### config.mk
export PLATFORM = sky130hd
export DESIGN_NAME = swc_top
export DESIGN_NICKNAME = d
export VERILOG_FILES = /design/src/swc_pkg.sv /design/src/swc_top.sv /design/src/swc_sync.sv /design/src/swc_debounce.sv
export SDC_FILE = /design/constraint.sdc
export NUM_CORES = 1
export LEC_CHECK = 0
export ABC_AREA = 1
export BUFFER_PORTS_ARGS = -buffer_cell sky130_fd_sc_hd__buf_2
export CORE_UTILIZATION = 50
export DETAILED_ROUTE_END_ITERATION = 10
export PLACE_DENSITY = 0.75
export SLEW_MARGIN = 20
export SYNTH_ARGS = -nofsm -noshare
export SYNTH_HDL_FRONTEND = slang
export SYNTH_HIERARCHICAL = 1
export SYNTH_SLANG_ARGS = --single-unit
### constraint.sdc
create_clock -name clock -period 3.4 [get_ports clock]
set_input_delay 0.34 -clock clock [delete_from_list [all_inputs] [get_ports clock]]
set_output_delay 0.34 -clock clock [all_outputs]
set_load 0.1 [all_outputs]
### src/swc_pkg.sv
/*
  Constants for the shutdown/wake-up controller: register offsets, fields,
  key, reset values and timing.
  Assumes a single slow clock at 25 MHz, AXI4-Lite register access.
*/
// Overview of operation
// A keyed write with the power-off bit set raises the power-off output two slow-clock cycles later.
// A command write acts only if it carries the correct key, and software must always supply it.
// The wake edge select chooses rising, falling, any change, or disabled detection.
// The wake input is debounced, rejecting pulses shorter than debounce count times 16 cycles.
// A selected change starts a counter, and reaching the debounce value releases power-off.
// A new input change before the count completes stops and clears the counter; with any-change select the code clears and restarts the count instead.
// The pin wake flag sets on the selected event and clears when the status register is read.
// With alarm wake enabled, a synchronised alarm rising edge wakes and releases power-off.
// With alarm wake enabled, a detected alarm sets the alarm wake flag, cleared on status read.
// Software must clear the alarm status before power-off, or no rising edge will wake it; the code wakes on an enabled alarm rising edge whatever the status.
// Power-off holds until a qualified wake, then stays released until the next keyed command.
// All detection, counting and status logic runs on the always-on slow clock.
package swc_pkg;
  localparam logic [7:0] CMD_OFF = 8'h00;
  localparam logic [7:0] CFG_OFF = 8'h04;
  localparam logic [7:0] STS_OFF = 8'h08;
  localparam logic [7:0] MSK_OFF = 8'h0C;
  localparam logic [7:0] KEY_VALUE = 8'hA5;
  localparam int KEY_LSB = 24;
  localparam int POWER_OFF_BIT = 0;
  localparam int EDGE_LSB = 0;
  localparam int DEBOUNCE_LSB = 8;
  localparam int DEBOUNCE_W = 4;
  localparam int ALARM_EN_BIT = 16;
  localparam int PIN_FLAG_BIT = 0;
  localparam int ALARM_FLAG_BIT = 1;
  localparam int DEBOUNCE_UNIT = 16;
  localparam int CNT_W = 8;
  localparam int POWER_OFF_DELAY = 2;
  localparam logic [31:0] CFG_RESET = 32'h0000_0000;
  localparam logic [1:0] RESP_OKAY = 2'h0;
  localparam logic [1:0] RESP_SLVERR = 2'h2;
  typedef enum logic [1:0] {
    EDGE_OFF, EDGE_RISE, EDGE_FALL, EDGE_ANY
  } swc_edge_type;
endpackage

### src/swc_top.sv
/*
  Shutdown/wake-up controller top: AXI4-Lite slave, keyed power-off,
  wake detection, sticky status with mask and interrupt.
  Assumes all inputs synchronous to the slow clock except alarm_in.
*/
// The implementer's own choices: the placing of the registers and the AXI4-Lite register port.
`timescale 1ns/1ns
module swc_top (
  input wire logic clock,
  input wire logic rst,
  input wire logic clk_en,
  input wire logic wake_pin_in,
  input wire logic alarm_in,
  input wire logic [7:0] s_axi_awaddr,
  input wire logic s_axi_awvalid,
  output logic s_axi_awready,
  input wire logic [31:0] s_axi_wdata,
  input wire logic [3:0] s_axi_wstrb,
  input wire logic s_axi_wvalid,
  output logic s_axi_wready,
  output logic [1:0] s_axi_bresp,
  output logic s_axi_bvalid,
  input wire logic s_axi_bready,
  input wire logic [7:0] s_axi_araddr,
  input wire logic s_axi_arvalid,
  output logic s_axi_arready,
  output logic [31:0] s_axi_rdata,
  output logic [1:0] s_axi_rresp,
  output logic s_axi_rvalid,
  input wire logic s_axi_rready,
  output logic power_off_out,
  output logic irq
);
  logic alarm_sync;
  logic pin_wake;
  logic aw_got_r, aw_got_nxt, w_got_r, w_got_nxt;
  logic [7:0] awaddr_r, awaddr_nxt;
  logic [31:0] wdata_r, wdata_nxt;
  logic [3:0] wstrb_r, wstrb_nxt;
  logic bvalid_nxt, awready_nxt, wready_nxt, arready_nxt, rvalid_nxt;
  logic [1:0] bresp_nxt, rresp_nxt;
  logic [31:0] rdata_nxt;
  logic [31:0] cfg_r, cfg_nxt;
  logic [1:0] status_r, status_nxt;
  logic [1:0] mask_r, mask_nxt;
  logic [1:0] off_pipe_r, off_pipe_nxt;
  logic power_off_nxt, irq_nxt;
  logic alarm_prev_r, alarm_prev_nxt;
  logic do_write, do_read, cmd_go, alarm_wake, status_rd;
  logic [1:0] events;

  function automatic logic mapped(input logic [7:0] a);
    mapped = a == swc_pkg::CMD_OFF || a == swc_pkg::CFG_OFF ||
             a == swc_pkg::STS_OFF || a == swc_pkg::MSK_OFF;
  endfunction

  swc_sync alarm_sync_u (
    .clock(clock),
    .rst(rst),
    .clk_en(clk_en),
    .d(alarm_in),
    .q(alarm_sync)
  );

  swc_debounce pin_u (
    .clock(clock),
    .rst(rst),
    .clk_en(clk_en),
    .pin(wake_pin_in),
    .edge_sel(cfg_r[swc_pkg::EDGE_LSB +: 2]),
    .debounce_count(cfg_r[swc_pkg::DEBOUNCE_LSB +: swc_pkg::DEBOUNCE_W]),
    .wake_pulse(pin_wake)
  );

  // bus channels
  always_comb
  begin
    aw_got_nxt = aw_got_r;
    w_got_nxt = w_got_r;
    awaddr_nxt = awaddr_r;
    wdata_nxt = wdata_r;
    wstrb_nxt = wstrb_r;
    awready_nxt = 1'b0;
    wready_nxt = 1'b0;
    bvalid_nxt = s_axi_bvalid;
    bresp_nxt = s_axi_bresp;
    arready_nxt = 1'b0;
    rvalid_nxt = s_axi_rvalid;
    rresp_nxt = s_axi_rresp;
    rdata_nxt = s_axi_rdata;
    do_write = 1'b0;
    do_read = 1'b0;
    if (s_axi_awvalid && s_axi_awready)
    begin
      aw_got_nxt = 1'b1;
      awaddr_nxt = s_axi_awaddr;
    end
    if (s_axi_wvalid && s_axi_wready)
    begin
      w_got_nxt = 1'b1;
      wdata_nxt = s_axi_wdata;
      wstrb_nxt = s_axi_wstrb;
    end
    if (!aw_got_r && !s_axi_awready && !s_axi_bvalid)
      awready_nxt = s_axi_awvalid;
    if (!w_got_r && !s_axi_wready && !s_axi_bvalid)
      wready_nxt = s_axi_wvalid;
    if (aw_got_r && w_got_r && !s_axi_bvalid)
    begin
      do_write = 1'b1;
      aw_got_nxt = 1'b0;
      w_got_nxt = 1'b0;
      bvalid_nxt = 1'b1;
      bresp_nxt = mapped(awaddr_r) ? swc_pkg::RESP_OKAY
                                   : swc_pkg::RESP_SLVERR;
    end
    else if (s_axi_bvalid && s_axi_bready)
      bvalid_nxt = 1'b0;
    if (s_axi_arvalid && s_axi_arready)
    begin
      do_read = 1'b1;
      rvalid_nxt = 1'b1;
      rresp_nxt = mapped(s_axi_araddr) ? swc_pkg::RESP_OKAY
                                       : swc_pkg::RESP_SLVERR;
      unique case (s_axi_araddr)
        swc_pkg::CFG_OFF: rdata_nxt = cfg_r;
        swc_pkg::STS_OFF: rdata_nxt = {30'h0, status_r};
        swc_pkg::MSK_OFF: rdata_nxt = {30'h0, mask_r};
        default: rdata_nxt = 32'h0000_0000;
      endcase
    end
    else if (s_axi_rvalid && s_axi_rready)
      rvalid_nxt = 1'b0;
    if (!s_axi_rvalid && !s_axi_arready)
      arready_nxt = s_axi_arvalid;
  end

  // registers, power-off and status
  always_comb
  begin
    cfg_nxt = cfg_r;
    mask_nxt = mask_r;
    // strobes travel with the data; an all-zero strobe voids a command
    cmd_go = do_write && awaddr_r == swc_pkg::CMD_OFF && wdata_r[
      swc_pkg::POWER_OFF_BIT] && wdata_r[swc_pkg::KEY_LSB +: 8] ==
      swc_pkg::KEY_VALUE && wstrb_r != 4'h0;
    if (do_write && awaddr_r == swc_pkg::CFG_OFF)
      cfg_nxt = wdata_r;
    if (do_write && awaddr_r == swc_pkg::MSK_OFF)
      mask_nxt = wdata_r[1:0];
    alarm_prev_nxt = alarm_sync;
    alarm_wake = cfg_r[swc_pkg::ALARM_EN_BIT] && alarm_sync &&
                 !alarm_prev_r;
    events = {alarm_wake, pin_wake};
    status_rd = do_read && s_axi_araddr == swc_pkg::STS_OFF;
    status_nxt = (status_rd ? 2'h0 : status_r) | events;
    off_pipe_nxt = {off_pipe_r[0], cmd_go};
    power_off_nxt = power_off_out;
    if (off_pipe_r[1])
      power_off_nxt = 1'b1;
    else if (pin_wake || alarm_wake)
      power_off_nxt = 1'b0;
    irq_nxt = |(status_nxt & mask_nxt);
  end

  always_ff @(posedge clock or posedge rst)
  begin
    if (rst)
    begin
      aw_got_r <= 1'b0;
      w_got_r <= 1'b0;
      awaddr_r <= 8'h00;
      wdata_r <= 32'h0000_0000;
      wstrb_r <= 4'h0;
      s_axi_awready <= 1'b0;
      s_axi_wready <= 1'b0;
      s_axi_bvalid <= 1'b0;
      s_axi_bresp <= 2'h0;
      s_axi_arready <= 1'b0;
      s_axi_rvalid <= 1'b0;
      s_axi_rresp <= 2'h0;
      s_axi_rdata <= 32'h0000_0000;
    end
    else if (clk_en)
    begin
      aw_got_r <= aw_got_nxt;
      w_got_r <= w_got_nxt;
      awaddr_r <= awaddr_nxt;
      wdata_r <= wdata_nxt;
      wstrb_r <= wstrb_nxt;
      s_axi_awready <= awready_nxt;
      s_axi_wready <= wready_nxt;
      s_axi_bvalid <= bvalid_nxt;
      s_axi_bresp <= bresp_nxt;
      s_axi_arready <= arready_nxt;
      s_axi_rvalid <= rvalid_nxt;
      s_axi_rresp <= rresp_nxt;
      s_axi_rdata <= rdata_nxt;
    end
  end

  // control state on the always-on clock
  always_ff @(posedge clock or posedge rst)
  begin
    if (rst)
    begin
      cfg_r <= swc_pkg::CFG_RESET;
      mask_r <= 2'h0;
      status_r <= 2'h0;
      off_pipe_r <= 2'h0;
      alarm_prev_r <= 1'b0;
      power_off_out <= 1'b0;
      irq <= 1'b0;
    end
    else if (clk_en)
    begin
      cfg_r <= cfg_nxt;
      mask_r <= mask_nxt;
      status_r <= status_nxt;
      off_pipe_r <= off_pipe_nxt;
      alarm_prev_r <= alarm_prev_nxt;
      power_off_out <= power_off_nxt;
      irq <= irq_nxt;
    end
  end

  // power-off and wake checks
  off_delay_a: assert property (@(posedge clock) disable iff (rst)
    (clk_en && cmd_go) ##1 clk_en ##1 clk_en |=> power_off_out)
    else $error("power-off not raised two cycles after command");
  bad_key_a: assert property (@(posedge clock) disable iff (rst)
    (do_write && wdata_r[31:24] != swc_pkg::KEY_VALUE) |-> !cmd_go)
    else $error("command taken without key");
  strobe_block_a: assert property (@(posedge clock) disable iff (rst)
    (do_write && wstrb_r == 4'h0) |-> !cmd_go)
    else $error("command taken with no byte strobes");
  pin_flag_a: assert property (@(posedge clock) disable iff (rst)
    (clk_en && pin_wake) |=> status_r[0])
    else $error("pin wake flag not set");
  alarm_flag_a: assert property (@(posedge clock) disable iff (rst)
    (clk_en && alarm_wake && !off_pipe_r[1]) |=>
    status_r[1] && !power_off_out)
    else $error("alarm wake not recorded");
  read_clear_a: assert property (@(posedge clock) disable iff (rst)
    (clk_en && status_rd && events == 2'h0) |=> status_r == 2'h0)
    else $error("status not cleared by read");
  flag_hold_a: assert property (@(posedge clock) disable iff (rst)
    (clk_en && !status_rd && events == 2'h0) |=> $stable(status_r))
    else $error("status changed without event or read");
  hold_off_a: assert property (@(posedge clock) disable iff (rst)
    (power_off_out && !pin_wake && !alarm_wake) |=> power_off_out)
    else $error("power-off dropped without wake");
  stay_on_a: assert property (@(posedge clock) disable iff (rst)
    (!power_off_out && !off_pipe_r[1]) |=> !power_off_out)
    else $error("power-off raised without command");
  off_wins_a: assert property (@(posedge clock) disable iff (rst)
    (clk_en && off_pipe_r[1]) |=> power_off_out)
    else $error("power-off not raised at end of delay");
  pin_release_a: assert property (@(posedge clock) disable iff (rst)
    (clk_en && pin_wake && !off_pipe_r[1]) |=> !power_off_out)
    else $error("pin wake did not release power-off");
  irq_gate_a: assert property (@(posedge clock) disable iff (rst)
    clk_en |=> irq == |(status_r & mask_r))
    else $error("interrupt does not follow status and mask");
  alarm_off_a: assert property (@(posedge clock) disable iff (rst)
    !cfg_r[swc_pkg::ALARM_EN_BIT] |-> !alarm_wake)
    else $error("alarm wake while disabled");
  state_freeze_a: assert property (@(posedge clock) disable iff (rst)
    !clk_en |=> $stable(power_off_out) && $stable(status_r) &&
    $stable(irq))
    else $error("state moved while clock enable low");

  // bus handshake checks
  aw_pulse_a: assert property (@(posedge clock) disable iff (rst)
    (clk_en && s_axi_awready) |=> !s_axi_awready)
    else $error("write address ready held over two cycles");
  w_pulse_a: assert property (@(posedge clock) disable iff (rst)
    (clk_en && s_axi_wready) |=> !s_axi_wready)
    else $error("write data ready held over two cycles");
  ar_pulse_a: assert property (@(posedge clock) disable iff (rst)
    (clk_en && s_axi_arready) |=> !s_axi_arready)
    else $error("read address ready held over two cycles");
  b_hold_a: assert property (@(posedge clock) disable iff (rst)
    (s_axi_bvalid && !s_axi_bready) |=>
    s_axi_bvalid && $stable(s_axi_bresp))
    else $error("write response dropped before taken");
  r_hold_a: assert property (@(posedge clock) disable iff (rst)
    (s_axi_rvalid && !s_axi_rready) |=>
    s_axi_rvalid && $stable(s_axi_rdata))
    else $error("read data dropped before taken");
  bad_addr_a: assert property (@(posedge clock) disable iff (rst)
    (clk_en && do_write && !mapped(awaddr_r)) |=>
    s_axi_bresp == swc_pkg::RESP_SLVERR)
    else $error("unmapped write not refused");
  bad_read_a: assert property (@(posedge clock) disable iff (rst)
    (clk_en && do_read && !mapped(s_axi_araddr)) |=>
    s_axi_rresp == swc_pkg::RESP_SLVERR && s_axi_rdata == 32'h0000_0000)
    else $error("unmapped read not refused");

  // scenario covers
  shutdown_c: cover property (@(posedge clock) disable iff (rst)
    cmd_go ##[1:8] power_off_out);
  pin_wake_c: cover property (@(posedge clock) disable iff (rst)
    power_off_out ##1 pin_wake ##1 !power_off_out);
  alarm_wake_c: cover property (@(posedge clock) disable iff (rst)
    power_off_out ##1 alarm_wake);
  freeze_c: cover property (@(posedge clock) disable iff (rst)
    (power_off_out && !clk_en) ##1 !clk_en);
  key_refused_c: cover property (@(posedge clock) disable iff (rst)
    do_write && awaddr_r == swc_pkg::CMD_OFF && !cmd_go);
endmodule // swc_top

### src/swc_sync.sv
/*
  Two-flop synchroniser for the asynchronous alarm level.
  Assumes clock enable freezes state with the rest of the block.
*/
`timescale 1ns/1ns
module swc_sync (
  input wire logic clock,
  input wire logic rst,
  input wire logic clk_en,
  input wire logic d,
  output logic q
);
  logic meta_r;
  logic meta_nxt;
  logic q_nxt;
  always_comb
  begin
    meta_nxt = clk_en ? d : meta_r;
    q_nxt = clk_en ? meta_r : q;
  end
  always_ff @(posedge clock or posedge rst)
  begin
    if (rst)
    begin
      meta_r <= 1'b0;
      q <= 1'b0;
    end
    else
    begin
      meta_r <= meta_nxt;
      q <= q_nxt;
    end
  end
endmodule // swc_sync

### src/swc_debounce.sv
/*
  Wake pin edge detector and debounce counter.
  Assumes wake input synchronous to the slow clock.
*/
`timescale 1ns/1ns
module swc_debounce (
  input wire logic clock,
  input wire logic rst,
  input wire logic clk_en,
  input wire logic pin,
  input wire logic [1:0] edge_sel,
  input wire logic [3:0] debounce_count,
  output logic wake_pulse
);
  logic prev_r;
  logic prev_nxt;
  logic armed_r;
  logic armed_nxt;
  logic [7:0] cnt_r;
  logic [7:0] cnt_nxt;
  logic wake_nxt;
  logic change;
  logic sel_hit;
  logic [7:0] target;
  always_comb
  begin
    change = pin != prev_r;
    target = 8'({debounce_count, 4'h0});
    unique case (swc_pkg::swc_edge_type'(edge_sel))
      swc_pkg::EDGE_OFF: sel_hit = 1'b0;
      swc_pkg::EDGE_RISE: sel_hit = change && pin;
      swc_pkg::EDGE_FALL: sel_hit = change && !pin;
      swc_pkg::EDGE_ANY: sel_hit = change;
    endcase
    prev_nxt = pin;
    armed_nxt = armed_r;
    cnt_nxt = cnt_r;
    wake_nxt = 1'b0;
    if (change)
    begin
      armed_nxt = sel_hit;
      cnt_nxt = 8'h00;
    end
    else if (armed_r)
    begin
      if (cnt_r >= target)
      begin
        wake_nxt = 1'b1;
        armed_nxt = 1'b0;
      end
      else
        cnt_nxt = cnt_r + 8'h01;
    end
    if (!clk_en)
    begin
      prev_nxt = prev_r;
      armed_nxt = armed_r;
      cnt_nxt = cnt_r;
      wake_nxt = wake_pulse;
    end
  end
  always_ff @(posedge clock or posedge rst)
  begin
    if (rst)
    begin
      prev_r <= 1'b0;
      armed_r <= 1'b0;
      cnt_r <= 8'h00;
      wake_pulse <= 1'b0;
    end
    else
    begin
      prev_r <= prev_nxt;
      armed_r <= armed_nxt;
      cnt_r <= cnt_nxt;
      wake_pulse <= wake_nxt;
    end
  end
  glitch_reject_a: assert property (@(posedge clock) disable iff (rst)
    (clk_en && change) |=> !wake_pulse)
    else $error("wake pulse right after input change");
endmodule // swc_debounce

==> results.md <==
* # rows at 39
* Crit path launch type: register
* Die W at 112 microns
* Vias in the first global route at 4825
* CTS Buf Count at 17
* Worst EP arrival at 2.24 ns
* Final Hold Fails at 0
* Drt drc at 1
* Max Buffers Root-to-Sink at 2
* HP Class: in -> reg
* Setup CP Type: reg -> reg
* Floorplan core area at 11600 sq um
* Synth Warn # at 6
* Final HPWL DP at 9040 microns
* Share of cells above drive strength 1 at roughly 22%
* Area Growth Syn to Fin at 20.0%
* PwrDens at around 740 nW/um^2
* Post-Syn Area at 6080 sq um
* Synthesized netlist cell count at 700
* FILL cells at 983
* Vias at between 4000 and 5000
* Routed wire per std cell at approximately 14 microns
* Period utilization at 57.5%
* Initial antenna violation count at 0
* Num Clock Sinks at 139
* # setup viols final at 0
* Lkg Pwr at 4.09 nW
* Worst Path Buf+Inv at 2
* RSZ-0062 raised after global routing: no
* Remaining Overflow, GRT at 0
* Die height at 112 microns
* Post-synth EDFFs at 0
* Antenna Cells at 0
* Worst Path Required at 3.68 ns
* Area leader, netlist: dfrtp_1
* Crit-path max FO at 64
* Pre-antenna DRT Iters at 7
* Flop2flop setup slack at 1.44 ns
* Seq/Total Area, Yosys at a little under three fifths
* HP Start: s_axi_awaddr[4]
* Most common cell on crit path: inv_2
* I/O pin cnt at roughly 110
* Failing checks: DRC
* Clock Skews at 0.00684 ns
* CP endpoint kind: register
* Vias per cell at 5.06
* Final WL at 13200 microns
* Die area at 12600 sq um
* # H-tree levels at 4
* Synth area leaders: dfrtp_1 57%, nand2_1 15%, inv_1 4.2%
* Worst reg-to-reg path cell count at 8
* Setup bufs post-CTS at 0
* Starting Density at 52.3%
* Largest net degree at the start of global routing at 65
* Fin crit period at 1.96 ns
* CP Cell Sequence: inv_2 -> nand3_2 -> nor2_2 -> inv_2 -> nor2_4 -> nand3_4 -> nor2_1 -> a21oi_2
* Asr flop ratio synth at between 90% and 100%
* #FFs+latches synth at 139
* Delay-heaviest family, CP: simple AND/OR/NAND/NOR gates
* Port Buf Inserts at 102
* First-pass GRT wire length at 22400 microns
* Reg2Reg Capture Point: cfg_r[28]$_DFFE_PP0P_
* CTS root buf: clkbuf_16
* Gr usage total at a little under a quarter
* NumNets Final at just under 900
* Worst path max stage delay at 0.55 ns
* Count of different cell masters after synthesis at 39
* Placer Congestion at 0.817
* Maximum vdd drop at 424 uV
* Worst r2r src: s_axi_bvalid$_DFFE_PP0P_
* Pins Over Slew Limit at 0
* Routed Antenna Nets at 0
* Avg Cell Area, Syn at 8.68 sq um
* Commonest cells in the netlist: 249 x nand2_1, 139 x dfrtp_1, 68 x inv_1
* Clock Latency Late Sink at around 0.42 ns
* Clk slew on worst S/H paths at 0.06 ns
* Slew margin rel. at between 50% and 60%
* Hold endpoint: awaddr_r[4]$_DFFE_PP0P_
* WHS at 0.115 ns
* Share of the synthesized area in the top cell type at 57.2%
* Hold Crit Depth at 3
* CP max stage cell: nand3_4
* Final TNS setup at 0 ns
* Peak Freq at 511 MHz
* Top-count cell post-synth: nand2_1
* Initial DRC count at 238
* Worst Tran Pin Value at about 0.74 ns
* CTS tree: built
* Commonest register cell after synthesis: dfrtp_1
* Maximum capacitance violations at 0
* Status: finished with violations
what timing repair did:
| action | 4_1_cts | 5_1_grt |
|---|---|---|
| setup endpoints to repair | 0 | 0 |
| endpoints found under the hold margin | 13 | 0 |
| hold buffers | 1 | 0 |
| resized for setup | 0 | 0 |
worst max-delay path by stage:
| stage | start | end | slack [ns] | cells past startpoint |
|---|---|---|---|---|
| 2_1_floorplan | rst | alarm_prev_r$_DFFE_PP0P_ | 1.51 | 1 |
| 3_3_place_gp | clk_en | cfg_r[31]$_DFFE_PP0P_ | 1.48 | 8 |
| 3_5_place_dp | clk_en | cfg_r[28]$_DFFE_PP0P_ | 1.45 | 8 |
| 4_1_cts | s_axi_bvalid$_DFFE_PP0P_ | cfg_r[28]$_DFFE_PP0P_ | 1.44 | 8 |
| 5_1_grt | s_axi_bvalid$_DFFE_PP0P_ | cfg_r[26]$_DFFE_PP0P_ | 1.28 | 8 |
| 6_report | s_axi_bvalid$_DFFE_PP0P_ | cfg_r[28]$_DFFE_PP0P_ | 1.44 | 8 |
worst reg2reg max path: cells and delay by family (launching register included):
kind	cells	cell delay, ns
simple gates	5	1.21
buf+inv	2	0.17
flops	1	0.41
compound gates	1	0.05
flip-flops by register name, indices dropped and copies added (netlist names), 2 cells and up:
signal       count
awaddr_r         8
status_r         2
mask_r           2
off_pipe_r       2
cfg_r           32
pin_u/cnt_r      8
wdata_r         32
wstrb_r          4
s_axi_rdata     32
cell usage in the layout, fill, tap and decap left out, types with 3 or more instances in the layout:
cell type	synthesis	final
inv_2	9	9
nand2_1	249	249
clkinv_2	0	3
dfrtp_1	139	139
o21ai_0	31	31
clkinvlp_4	0	4
buf_2	5	102
clkbuf_16	0	17
a31oi_1	4	4
inv_6	1	3
o21ai_1	8	8
buf_4	3	7
inv_1	68	67
a21oi_2	6	6
nor2_2	7	7
clkinv_4	0	3
ha_1	9	9
nand3_1	29	29
nand3_2	3	3
nand2_4	3	3
nor3b_1	3	3
a21oi_1	31	31
nor2_1	55	55
kinds of logic after synthesis:
kind of cell	share of synthesized area [%]
XOR/XNOR	0.144
adder cells (fa/ha/maj)	1.85
other	0.0617
AO/OA/AOI/OAI	7.80
AND/OR/NAND/NOR	25.8
buffers and inverters	7.10
flip-flops	57.2
cell type report:
cell class	instances	area (sq um)	area share (%)
clock buffer	19	443	6.08
clock inverter	13	141	1.94
inverter	79	305	4.19
multi-input combinational	461	2170	29.8
sequential	139	3480	47.7
tap	143	179	2.45
timing repair buffer	110	573	7.86
metrics by stage:
stage	std cells	cell area [sq um]	worst slack [ns]	power (W)	utilization, %
6_report	964	7290	1.44	0.00538	62.8
2_1_floorplan	701	6080	1.51	0.00328	-
3_5_place_dp	931	6700	1.45	0.00358	57.6
4_1_cts	964	7290	1.44	0.00541	62.8
5_1_grt	964	7290	1.28	0.00568	62.8
3_3_place_gp	931	6700	1.48	0.00352	57.6
power by group:
part	internal (W)	switching [W]	total (W)
clock network	0.00110	0.000708	0.00181
logic	0.000362	0.000845	0.00121
registers	0.00209	0.000277	0.00236
routing by layer:
| metal | vias to the layer above | GRT usage, % | wire [microns] |
|---|---|---|---|
| li1 | 2389 | - | - |
| met1 | 2342 | 29.6 | 5840 |
| met2 | 126 | 37.6 | 6550 |
| met3 | 19 | 5.89 | 657 |
| met4 | 0 | 7.47 | 180 |
| met5 | - | 0 | 0 |
Note: power is estimated with default switching activity, not from simulation.
